--- src/hdl/ipsel_defs.svh ---
/*
 * Timing, address and pattern constants for the input-port path of the
 * small 8-bit controller.
 * Assumes inclusion by bare name from the package and modules.
 */
`ifndef IPSEL_DEFS_SVH
`define IPSEL_DEFS_SVH

`define IPSEL_SWITCH_PORT 8'h00
`define IPSEL_BUTTON_PORT 8'h01
`define IPSEL_LED_PORT 8'h01
`define IPSEL_DIR_LED_PORT 8'h02
`define IPSEL_TEST_PATTERN 8'hA5
`define IPSEL_ZERO_BYTE 8'h00
`define IPSEL_REG_SWITCH 4'h0
`define IPSEL_REG_BUTTON 4'h1
`define IPSEL_REG_COUNT 16
`define IPSEL_SETTLE_CYCLES 2'h2

`endif

--- src/hdl/ipsel_pkg.sv ---
/*
 * Types shared by the controller core and its port engine.
 * Assumes the constant header is on the include path.
 */
`include "ipsel_defs.svh"

package ipsel_pkg;

    typedef enum logic [4:0] {
        IPSEL_FETCH = 5'h01,
        IPSEL_ISSUE = 5'h02,
        IPSEL_WAIT = 5'h04,
        IPSEL_CAPTURE = 5'h08,
        IPSEL_WRITE = 5'h10
    } ipsel_state_t;

    // One port request: read or write, address source and target
    typedef struct packed {
        logic is_read;
        logic use_reg_addr;
        logic [7:0] imm_addr;
        logic [3:0] addr_reg;
        logic [3:0] data_reg;
    } ipsel_req_t;

    typedef struct packed {
        logic [7:0] port_selector;
        logic read_strobe;
        logic write_strobe;
        logic [7:0] out_data;
    } ipsel_bus_t;

endpackage : ipsel_pkg

--- src/hdl/ipsel_port_engine.sv ---
/*
 * Port engine: carries out one input or output access at a time.
 * Assumes the external input multiplexer is a registered stage on the
 * same clock, so data is sampled three edges after the selector settles.
 */
`timescale 1ns/10ps
`default_nettype none
`include "ipsel_defs.svh"

module ipsel_port_engine (
    input wire logic sys_clk_in,
    input wire logic resetn_in,
    input wire logic start_in,
    input wire ipsel_pkg::ipsel_req_t req_in,
    input wire logic [7:0] addr_reg_val_in,
    input wire logic [7:0] data_reg_val_in,
    input wire logic [7:0] in_data_in,
    output logic busy_out,
    output logic done_out,
    output logic wr_en_out,
    output logic [3:0] wr_idx_out,
    output logic [7:0] wr_data_out,
    output ipsel_pkg::ipsel_bus_t bus_out
);

    typedef struct packed {
        ipsel_pkg::ipsel_state_t state;
        ipsel_pkg::ipsel_req_t req;
        logic [1:0] settle;
        logic [7:0] captured;
        ipsel_pkg::ipsel_bus_t bus;
    } ipsel_eng_t;

    ipsel_eng_t eng_reg;
    ipsel_eng_t eng_next;

    always_comb begin
        eng_next = eng_reg;
        eng_next.bus.read_strobe = 1'b0;
        eng_next.bus.write_strobe = 1'b0;
        case (eng_reg.state)
            ipsel_pkg::IPSEL_FETCH: begin
                if (start_in) begin
                    eng_next.req = req_in;
                    eng_next.state = ipsel_pkg::IPSEL_ISSUE;
                end
            end
            ipsel_pkg::IPSEL_ISSUE: begin
                // Register or immediate address onto the selector
                eng_next.bus.port_selector = eng_reg.req.use_reg_addr ?
                    addr_reg_val_in : eng_reg.req.imm_addr;
                eng_next.bus.out_data = data_reg_val_in;
                eng_next.settle = `IPSEL_SETTLE_CYCLES;
                eng_next.state = ipsel_pkg::IPSEL_WAIT;
            end
            ipsel_pkg::IPSEL_WAIT: begin
                // Selector held while the external mux register updates
                if (eng_reg.settle == 2'h1) begin
                    eng_next.state = ipsel_pkg::IPSEL_CAPTURE;
                end
                eng_next.settle = eng_reg.settle - 2'h1;
            end
            ipsel_pkg::IPSEL_CAPTURE: begin
                eng_next.captured = in_data_in;
                eng_next.bus.read_strobe = eng_reg.req.is_read;
                eng_next.bus.write_strobe = !eng_reg.req.is_read;
                eng_next.state = ipsel_pkg::IPSEL_WRITE;
            end
            ipsel_pkg::IPSEL_WRITE: begin
                eng_next.state = ipsel_pkg::IPSEL_FETCH;
            end
            default: begin
                eng_next.state = ipsel_pkg::IPSEL_FETCH;
            end
        endcase
        if (!resetn_in) begin
            eng_next = '0;
            eng_next.state = ipsel_pkg::IPSEL_FETCH;
        end
    end

    always_ff @(posedge sys_clk_in) begin
        eng_reg <= eng_next;
    end

    assign busy_out = (eng_reg.state != ipsel_pkg::IPSEL_FETCH);
    assign done_out = (eng_reg.state == ipsel_pkg::IPSEL_WRITE);
    assign wr_en_out = done_out && eng_reg.req.is_read;
    assign wr_idx_out = eng_reg.req.data_reg;
    assign wr_data_out = eng_reg.captured;
    assign bus_out = eng_reg.bus;

endmodule : ipsel_port_engine

`default_nettype wire

--- src/hdl/ipsel_core.sv ---
/*
 * Input-port path of a small 8-bit controller with a fixed test program:
 * the program reads switches and buttons through port reads and writes
 * them back out, or writes a fixed pattern while the mode pin is high.
 * Assumes a registered input multiplexer on sys_clk_in outside the block,
 * decoding selector bits as it needs, and output ports qualified by the
 * write strobe. The mode pin may change at any time and is synchronised
 * here; nothing else crosses a clock.
 */
// Behaviour
// - A port read fetches a byte from any of 256 input ports by selector.
// - A read gets its port from a register or an immediate 00 to FF.
// - A read loads the input byte into one of sixteen registers s0 to sF.
// - The read strobe pulses high on every port read.
// - The program reads no unused port and leaves bits without meaning unmasked.
// - The program loops: switches to LEDs, then buttons to direction LEDs.
// - A fault-isolation mode drives the LEDs with the fixed pattern A5.
// - Each access places the addressed port number on the selector.
`timescale 1ns/10ps
`default_nettype none
`include "ipsel_defs.svh"

module ipsel_core (
    input wire logic sys_clk_in,
    input wire logic resetn_in,
    input wire logic pattern_mode_in,
    input wire logic [7:0] in_data_in,
    output logic [7:0] port_selector_out,
    output logic read_strobe_out,
    output logic write_strobe_out,
    output logic [7:0] out_data_out,
    output logic [7:0] last_switch_out,
    output logic [7:0] last_button_out
);

    typedef enum logic [4:0] {
        IPSEL_STEP_RD_SW = 5'h01,
        IPSEL_STEP_WR_LED = 5'h02,
        IPSEL_STEP_RD_BTN = 5'h04,
        IPSEL_STEP_WR_DIR = 5'h08,
        IPSEL_STEP_LOAD = 5'h10
    } ipsel_step_t;

    typedef struct packed {
        ipsel_step_t step;
        logic started;
        logic [1:0] mode_sync;
        logic [`IPSEL_REG_COUNT-1:0][7:0] gpr;
    } ipsel_core_t;

    ipsel_core_t core_reg;
    ipsel_core_t core_next;

    ipsel_pkg::ipsel_req_t req;
    ipsel_pkg::ipsel_bus_t bus;
    logic eng_busy;
    logic eng_done;
    logic eng_wr_en;
    logic [3:0] eng_wr_idx;
    logic [7:0] eng_wr_data;
    logic start;

    // Mode pin is a board level, so it is synchronised first
    wire logic pattern_mode = core_reg.mode_sync[1];

    always_comb begin
        req = '0;
        case (core_reg.step)
            IPSEL_STEP_RD_SW: begin
                // Only the two mapped ports are ever read
                req.is_read = 1'b1;
                req.imm_addr = `IPSEL_SWITCH_PORT;
                req.data_reg = `IPSEL_REG_SWITCH;
            end
            IPSEL_STEP_WR_LED: begin
                req.imm_addr = `IPSEL_LED_PORT;
                req.data_reg = `IPSEL_REG_SWITCH;
            end
            IPSEL_STEP_RD_BTN: begin
                req.is_read = 1'b1;
                req.imm_addr = `IPSEL_BUTTON_PORT;
                req.data_reg = `IPSEL_REG_BUTTON;
            end
            IPSEL_STEP_WR_DIR: begin
                req.imm_addr = `IPSEL_DIR_LED_PORT;
                req.data_reg = `IPSEL_REG_BUTTON;
            end
            IPSEL_STEP_LOAD: begin
                req.imm_addr = `IPSEL_LED_PORT;
                req.data_reg = `IPSEL_REG_SWITCH;
            end
            default: begin
                req.data_reg = `IPSEL_REG_SWITCH;
            end
        endcase
    end

    assign start = !eng_busy && core_reg.started &&
        (core_reg.step != IPSEL_STEP_LOAD);

    ipsel_port_engine ipsel_port_engine_i (
        .sys_clk_in(sys_clk_in),
        .resetn_in(resetn_in),
        .start_in(start),
        .req_in(req),
        .addr_reg_val_in(core_reg.gpr[req.addr_reg]),
        .data_reg_val_in(core_reg.gpr[req.data_reg]),
        .in_data_in(in_data_in),
        .busy_out(eng_busy),
        .done_out(eng_done),
        .wr_en_out(eng_wr_en),
        .wr_idx_out(eng_wr_idx),
        .wr_data_out(eng_wr_data),
        .bus_out(bus)
    );

    // Write decode per register; only the engine's target slice updates
    logic [`IPSEL_REG_COUNT-1:0] gpr_wr_sel;
    logic [`IPSEL_REG_COUNT-1:0][7:0] gpr_upd;

    generate
        for (genvar gi = 0; gi < `IPSEL_REG_COUNT; gi++) begin : g_gpr
            assign gpr_wr_sel[gi] = eng_wr_en && (eng_wr_idx == 4'(gi));
            assign gpr_upd[gi] = gpr_wr_sel[gi] ? eng_wr_data :
                core_reg.gpr[gi];
        end
    endgenerate

    always_comb begin
        core_next = core_reg;
        core_next.mode_sync = {core_reg.mode_sync[0], pattern_mode_in};
        core_next.started = 1'b1;
        core_next.gpr = gpr_upd;
        if (core_reg.step == IPSEL_STEP_LOAD) begin
            core_next.gpr[`IPSEL_REG_SWITCH] = `IPSEL_TEST_PATTERN;
            core_next.step = IPSEL_STEP_WR_LED;
        end else if (eng_done) begin
            case (core_reg.step)
                IPSEL_STEP_RD_SW: begin
                    core_next.step = IPSEL_STEP_WR_LED;
                end
                IPSEL_STEP_WR_LED: begin
                    core_next.step = pattern_mode ?
                        IPSEL_STEP_LOAD : IPSEL_STEP_RD_BTN;
                end
                IPSEL_STEP_RD_BTN: begin
                    core_next.step = IPSEL_STEP_WR_DIR;
                end
                IPSEL_STEP_WR_DIR: begin
                    core_next.step = pattern_mode ?
                        IPSEL_STEP_LOAD : IPSEL_STEP_RD_SW;
                end
                default: begin
                    core_next.step = IPSEL_STEP_RD_SW;
                end
            endcase
        end
        if (!resetn_in) begin
            core_next = '0;
            core_next.step = IPSEL_STEP_RD_SW;
        end
    end

    always_ff @(posedge sys_clk_in) begin
        core_reg <= core_next;
    end

    assign port_selector_out = bus.port_selector;
    assign read_strobe_out = bus.read_strobe;
    assign write_strobe_out = bus.write_strobe;
    assign out_data_out = bus.out_data;
    assign last_switch_out = core_reg.gpr[`IPSEL_REG_SWITCH];
    assign last_button_out = core_reg.gpr[`IPSEL_REG_BUTTON];

endmodule : ipsel_core

`default_nettype wire

--- config.mk ---
export PLATFORM = sky130hd
export DESIGN_NAME = ipsel_core
export DESIGN_NICKNAME = d
export VERILOG_FILES = /design/src/hdl/ipsel_pkg.sv /design/src/hdl/ipsel_port_engine.sv /design/src/hdl/ipsel_core.sv
export VERILOG_INCLUDE_DIRS = /design/src /design/src/hdl
export SDC_FILE = /design/constraint.sdc
export NUM_CORES = 1
export LEC_CHECK = 0
export ABC_AREA = 1
export BUFFER_PORTS_ARGS = -buffer_cell sky130_fd_sc_hd__buf_2
export CAP_MARGIN = 0
export CORE_AREA = 2 2 76 78
export DETAILED_ROUTE_END_ITERATION = 10
export DIE_AREA = 0 0 78 80
export PLACE_DENSITY = 0.8
export SLEW_MARGIN = 20
export SYNTH_ARGS = -nofsm -noshare
export SYNTH_HDL_FRONTEND = slang
export SYNTH_SLANG_ARGS = --single-unit
--- constraint.sdc ---
create_clock -name sys_clk_in -period 1.4 [get_ports sys_clk_in]
set_clock_uncertainty 0.2 [all_clocks]
set_input_delay 0.07 -clock sys_clk_in [delete_from_list [all_inputs] [get_ports sys_clk_in]]
set_output_delay 0.07 -clock sys_clk_in [all_outputs]
set_load 0.01 [all_outputs]
==> flow_summary.toml <==
[run_status]
status = "complete, but fails checks"
violations = "setup timing"

[final_layout]
final_cell_mix = "66 x nor2_1, 47 x dfxtp_1, 38 x buf_2"
drive_gt1_frac = 0.3990
stdcell_area_mm2 = 0.003497
fillers = 423
final_nets = 432
antenna_cells = 0
area_growth_pct = 33.92
largest_register_ff_count = 12
final_util = 0.6470
final_common_cell = "nor2_1"

[global_route]
track_usage = 0.2089
grt_pass1_vias = 2348
gr-total-overflow = 0
antenna_found_initial = 0
grt_pass1_wl_um = 10340
grt_max_degree = 19

[detailed_routing]
vias = 2568
ant_nets = 0
first_iter_violations = 161
routed_wl_um = 7137
wl_per_cell_um = 14.48
first_pass_iters = 5
drc_errors = 0
via_per_inst = 5.209

[critical_path]
worst_setup_path_start_kind = "register"
worst_ep_required_time_ps = 1460
reg2reg_depth = 8
rrSetupSlack_ps = -120
r2r-start = "core_reg[135]"
crit_start = "core_reg[135]"
r2r-end = "core_reg[131]"
critPathArrivalTime_ps = 1590
crit_end = "core_reg[131]"
path_max_fanout = 8
worstSetupPathType = "reg2reg"
critPathCaptureType = "register"

[floorplanning]
die_area_mm2 = 0.006240
ioPinCount = 45
initial_core_util = 0.4831
die_y_um = 80
core-area_mm2 = 0.005405
die_x_um = 78
num_rows = 27

[pwr]
ir_drop_v = 0.0007311
power_w = 0.003035
p_leak_nw = 1.618
powerDensity_mw_per_mm2 = 867.9

[synth]
ys_seq_area_frac = 0.4217
syn_area_per_cell_um2 = 7.335
synth.distinct_cells = 29
syn_inst = 356
synth_area_leader_cell = "dfxtp_1"
syn_area_mm2 = 0.002611
netlist.area_leader.share = 0.4217
synth.area.top_cells = "dfxtp_1 42%, nor2_1 11%, buf_4 9.2%, nand2_1 6.8%, o21ai_0 5.4%"
synth_seq_cells = 55
yosys_warnings = 0

[timing]
fin_setup_tns_ps = -2992
rsz0062_at_grt = "true"
whs_ps = 39.74
fin_crit_sh = 1.089
max_freq_mhz = 656.2
drv_slew = 0
finalSetupViolations = 44
worst_pin_slew_ps = 535.2
slew_headroom = 0.6428
period_needed_ps = 1524
final_hold_viol_count = 0
fin_ws_ps = -124.0

[clocking]
clockBufferDepth = 2
root_buffer = "clkbuf_8"
clkLatencyLatePin_ps = 320
htreeDepth = 2
cts_num_sinks = 55
path_clk_slew_ps = 110
cts_buffers = 5
cts_tree = "built"

[placed_design]
gp_congestion = 0.7980
placed_area_mm2 = 0.002869
post-dp-hpwl_um = 4221
port_buffers = 38

[flow_run]
maxCapViolations = 0

[hold_path]
min_path_type = "in2reg"
[worst max-delay path, cell delays in order (launching register included)]
cell,delay [ps]
dfxtp_1,370
clkinv_2,190
nand3_1,190
nor2_2,60
nor2_1,160
nand2_1,80
nand2_1,60
nand2_1,70
nand2_1,90
[synth_stat cells]
cell type  count
buf_4         32
buf_1          2
nand2_1       47
buf_2          2
nand4_2        2
clkbuf_1       2
o21ai_0       28
clkinv_1       1
nand4_1        5
o21a_1         1
nor2_2         1
clkinv_4       1
conb_1         1
nand2_2        1
a21oi_1        8
a31oi_1        4
nand3b_1       3
ha_1           1
nand3_1       24
inv_2          3
dfxtp_1       55
nor2_4         5
inv_1         37
nor2_1        80
nor3_1         2
nand3_4        2
nand2_4        2
buf_6          1
nand3_2        3
[how the worst min path moves through the flow]
stage / from / endpoint / slack (ps) / cells after the start
2_1_floorplan: resetn_in / core_reg[130] / -100 / 0
3_3_place_gp: pattern_mode_in / core_reg[128] / 60 / 3
3_5_place_dp: pattern_mode_in / core_reg[128] / 60 / 3
4_1_cts: resetn_in / last_switch_out[0] / 7 / 4
5_1_grt: resetn_in / ipsel_port_engine_i.wr_data_out[4] / 50 / 4
6_report: resetn_in / ipsel_port_engine_i.wr_data_out[4] / 40 / 4
[metrics by stage]
stage | cells | worst slack [ps]
2_1_floorplan | 361 | 47.34
5_1_grt | 493 | -271.5
6_report | 493 | -124.0
3_3_place_gp | 460 | -32.04
3_5_place_dp | 460 | -124.1
4_1_cts | 486 | -54.42
[report_power, final]
group | switching [W] | internal [W]
clock | 0.000545 | 0.000539
combinational | 0.000181 | 0.000146
sequential | 0.0000266 | 0.00160
total | 0.000752 | 0.00228
[cell families (layout without fill, tap and decap cells)]
group / Yosys count / count (layout) / share of synthesized area
and+or+nand+nor: 177 / 181 / 0.3225
DFF: 55 / 55 / 0.4217
buffers and inverters: 81 / 137 / 0.1682
AOI/OAI and AO/OA: 41 / 41 / 0.08146
adders and majority gates: 1 / 1 / 0.004791
other: 1 / 6 / 0.001436
[what timing repair did]
item / in CTS / in global routing
setup endpoints to repair: 38 / 49
hold buffers: 12 / 0
gates resized for setup: 43 / 70
setup buffers: 3 / 5
hold endpoints to repair: 13 / 0
gates cloned: 3 / 2
pin swaps: 9 / 28
[cell type report]
class,instances,area (um2),area share
multi-input cells,229,1358,0.3882
well taps,72,90.09,0.02576
clock buffers,5,68.82,0.01968
flip-flops and latches,55,1116,0.3191
inverters,42,176.4,0.05045
repair buffers,87,641.9,0.1835
clock inverters,3,46.29,0.01324
[metal layers]
layer / part of all wire / up-vias / routed length (um) / track usage
met1: 0.39 / 1203 / 2770 / 0.2321
met3: 0.058 / 26 / 414 / 0.03959
li1: - / 1229 / - / -
met4: 0.030 / 0 / 211 / 0.07719
met5: 0 / - / 0 / 0
met2: 0.52 / 110 / 3741 / 0.3940
Power figures use the tool's default switching activity.
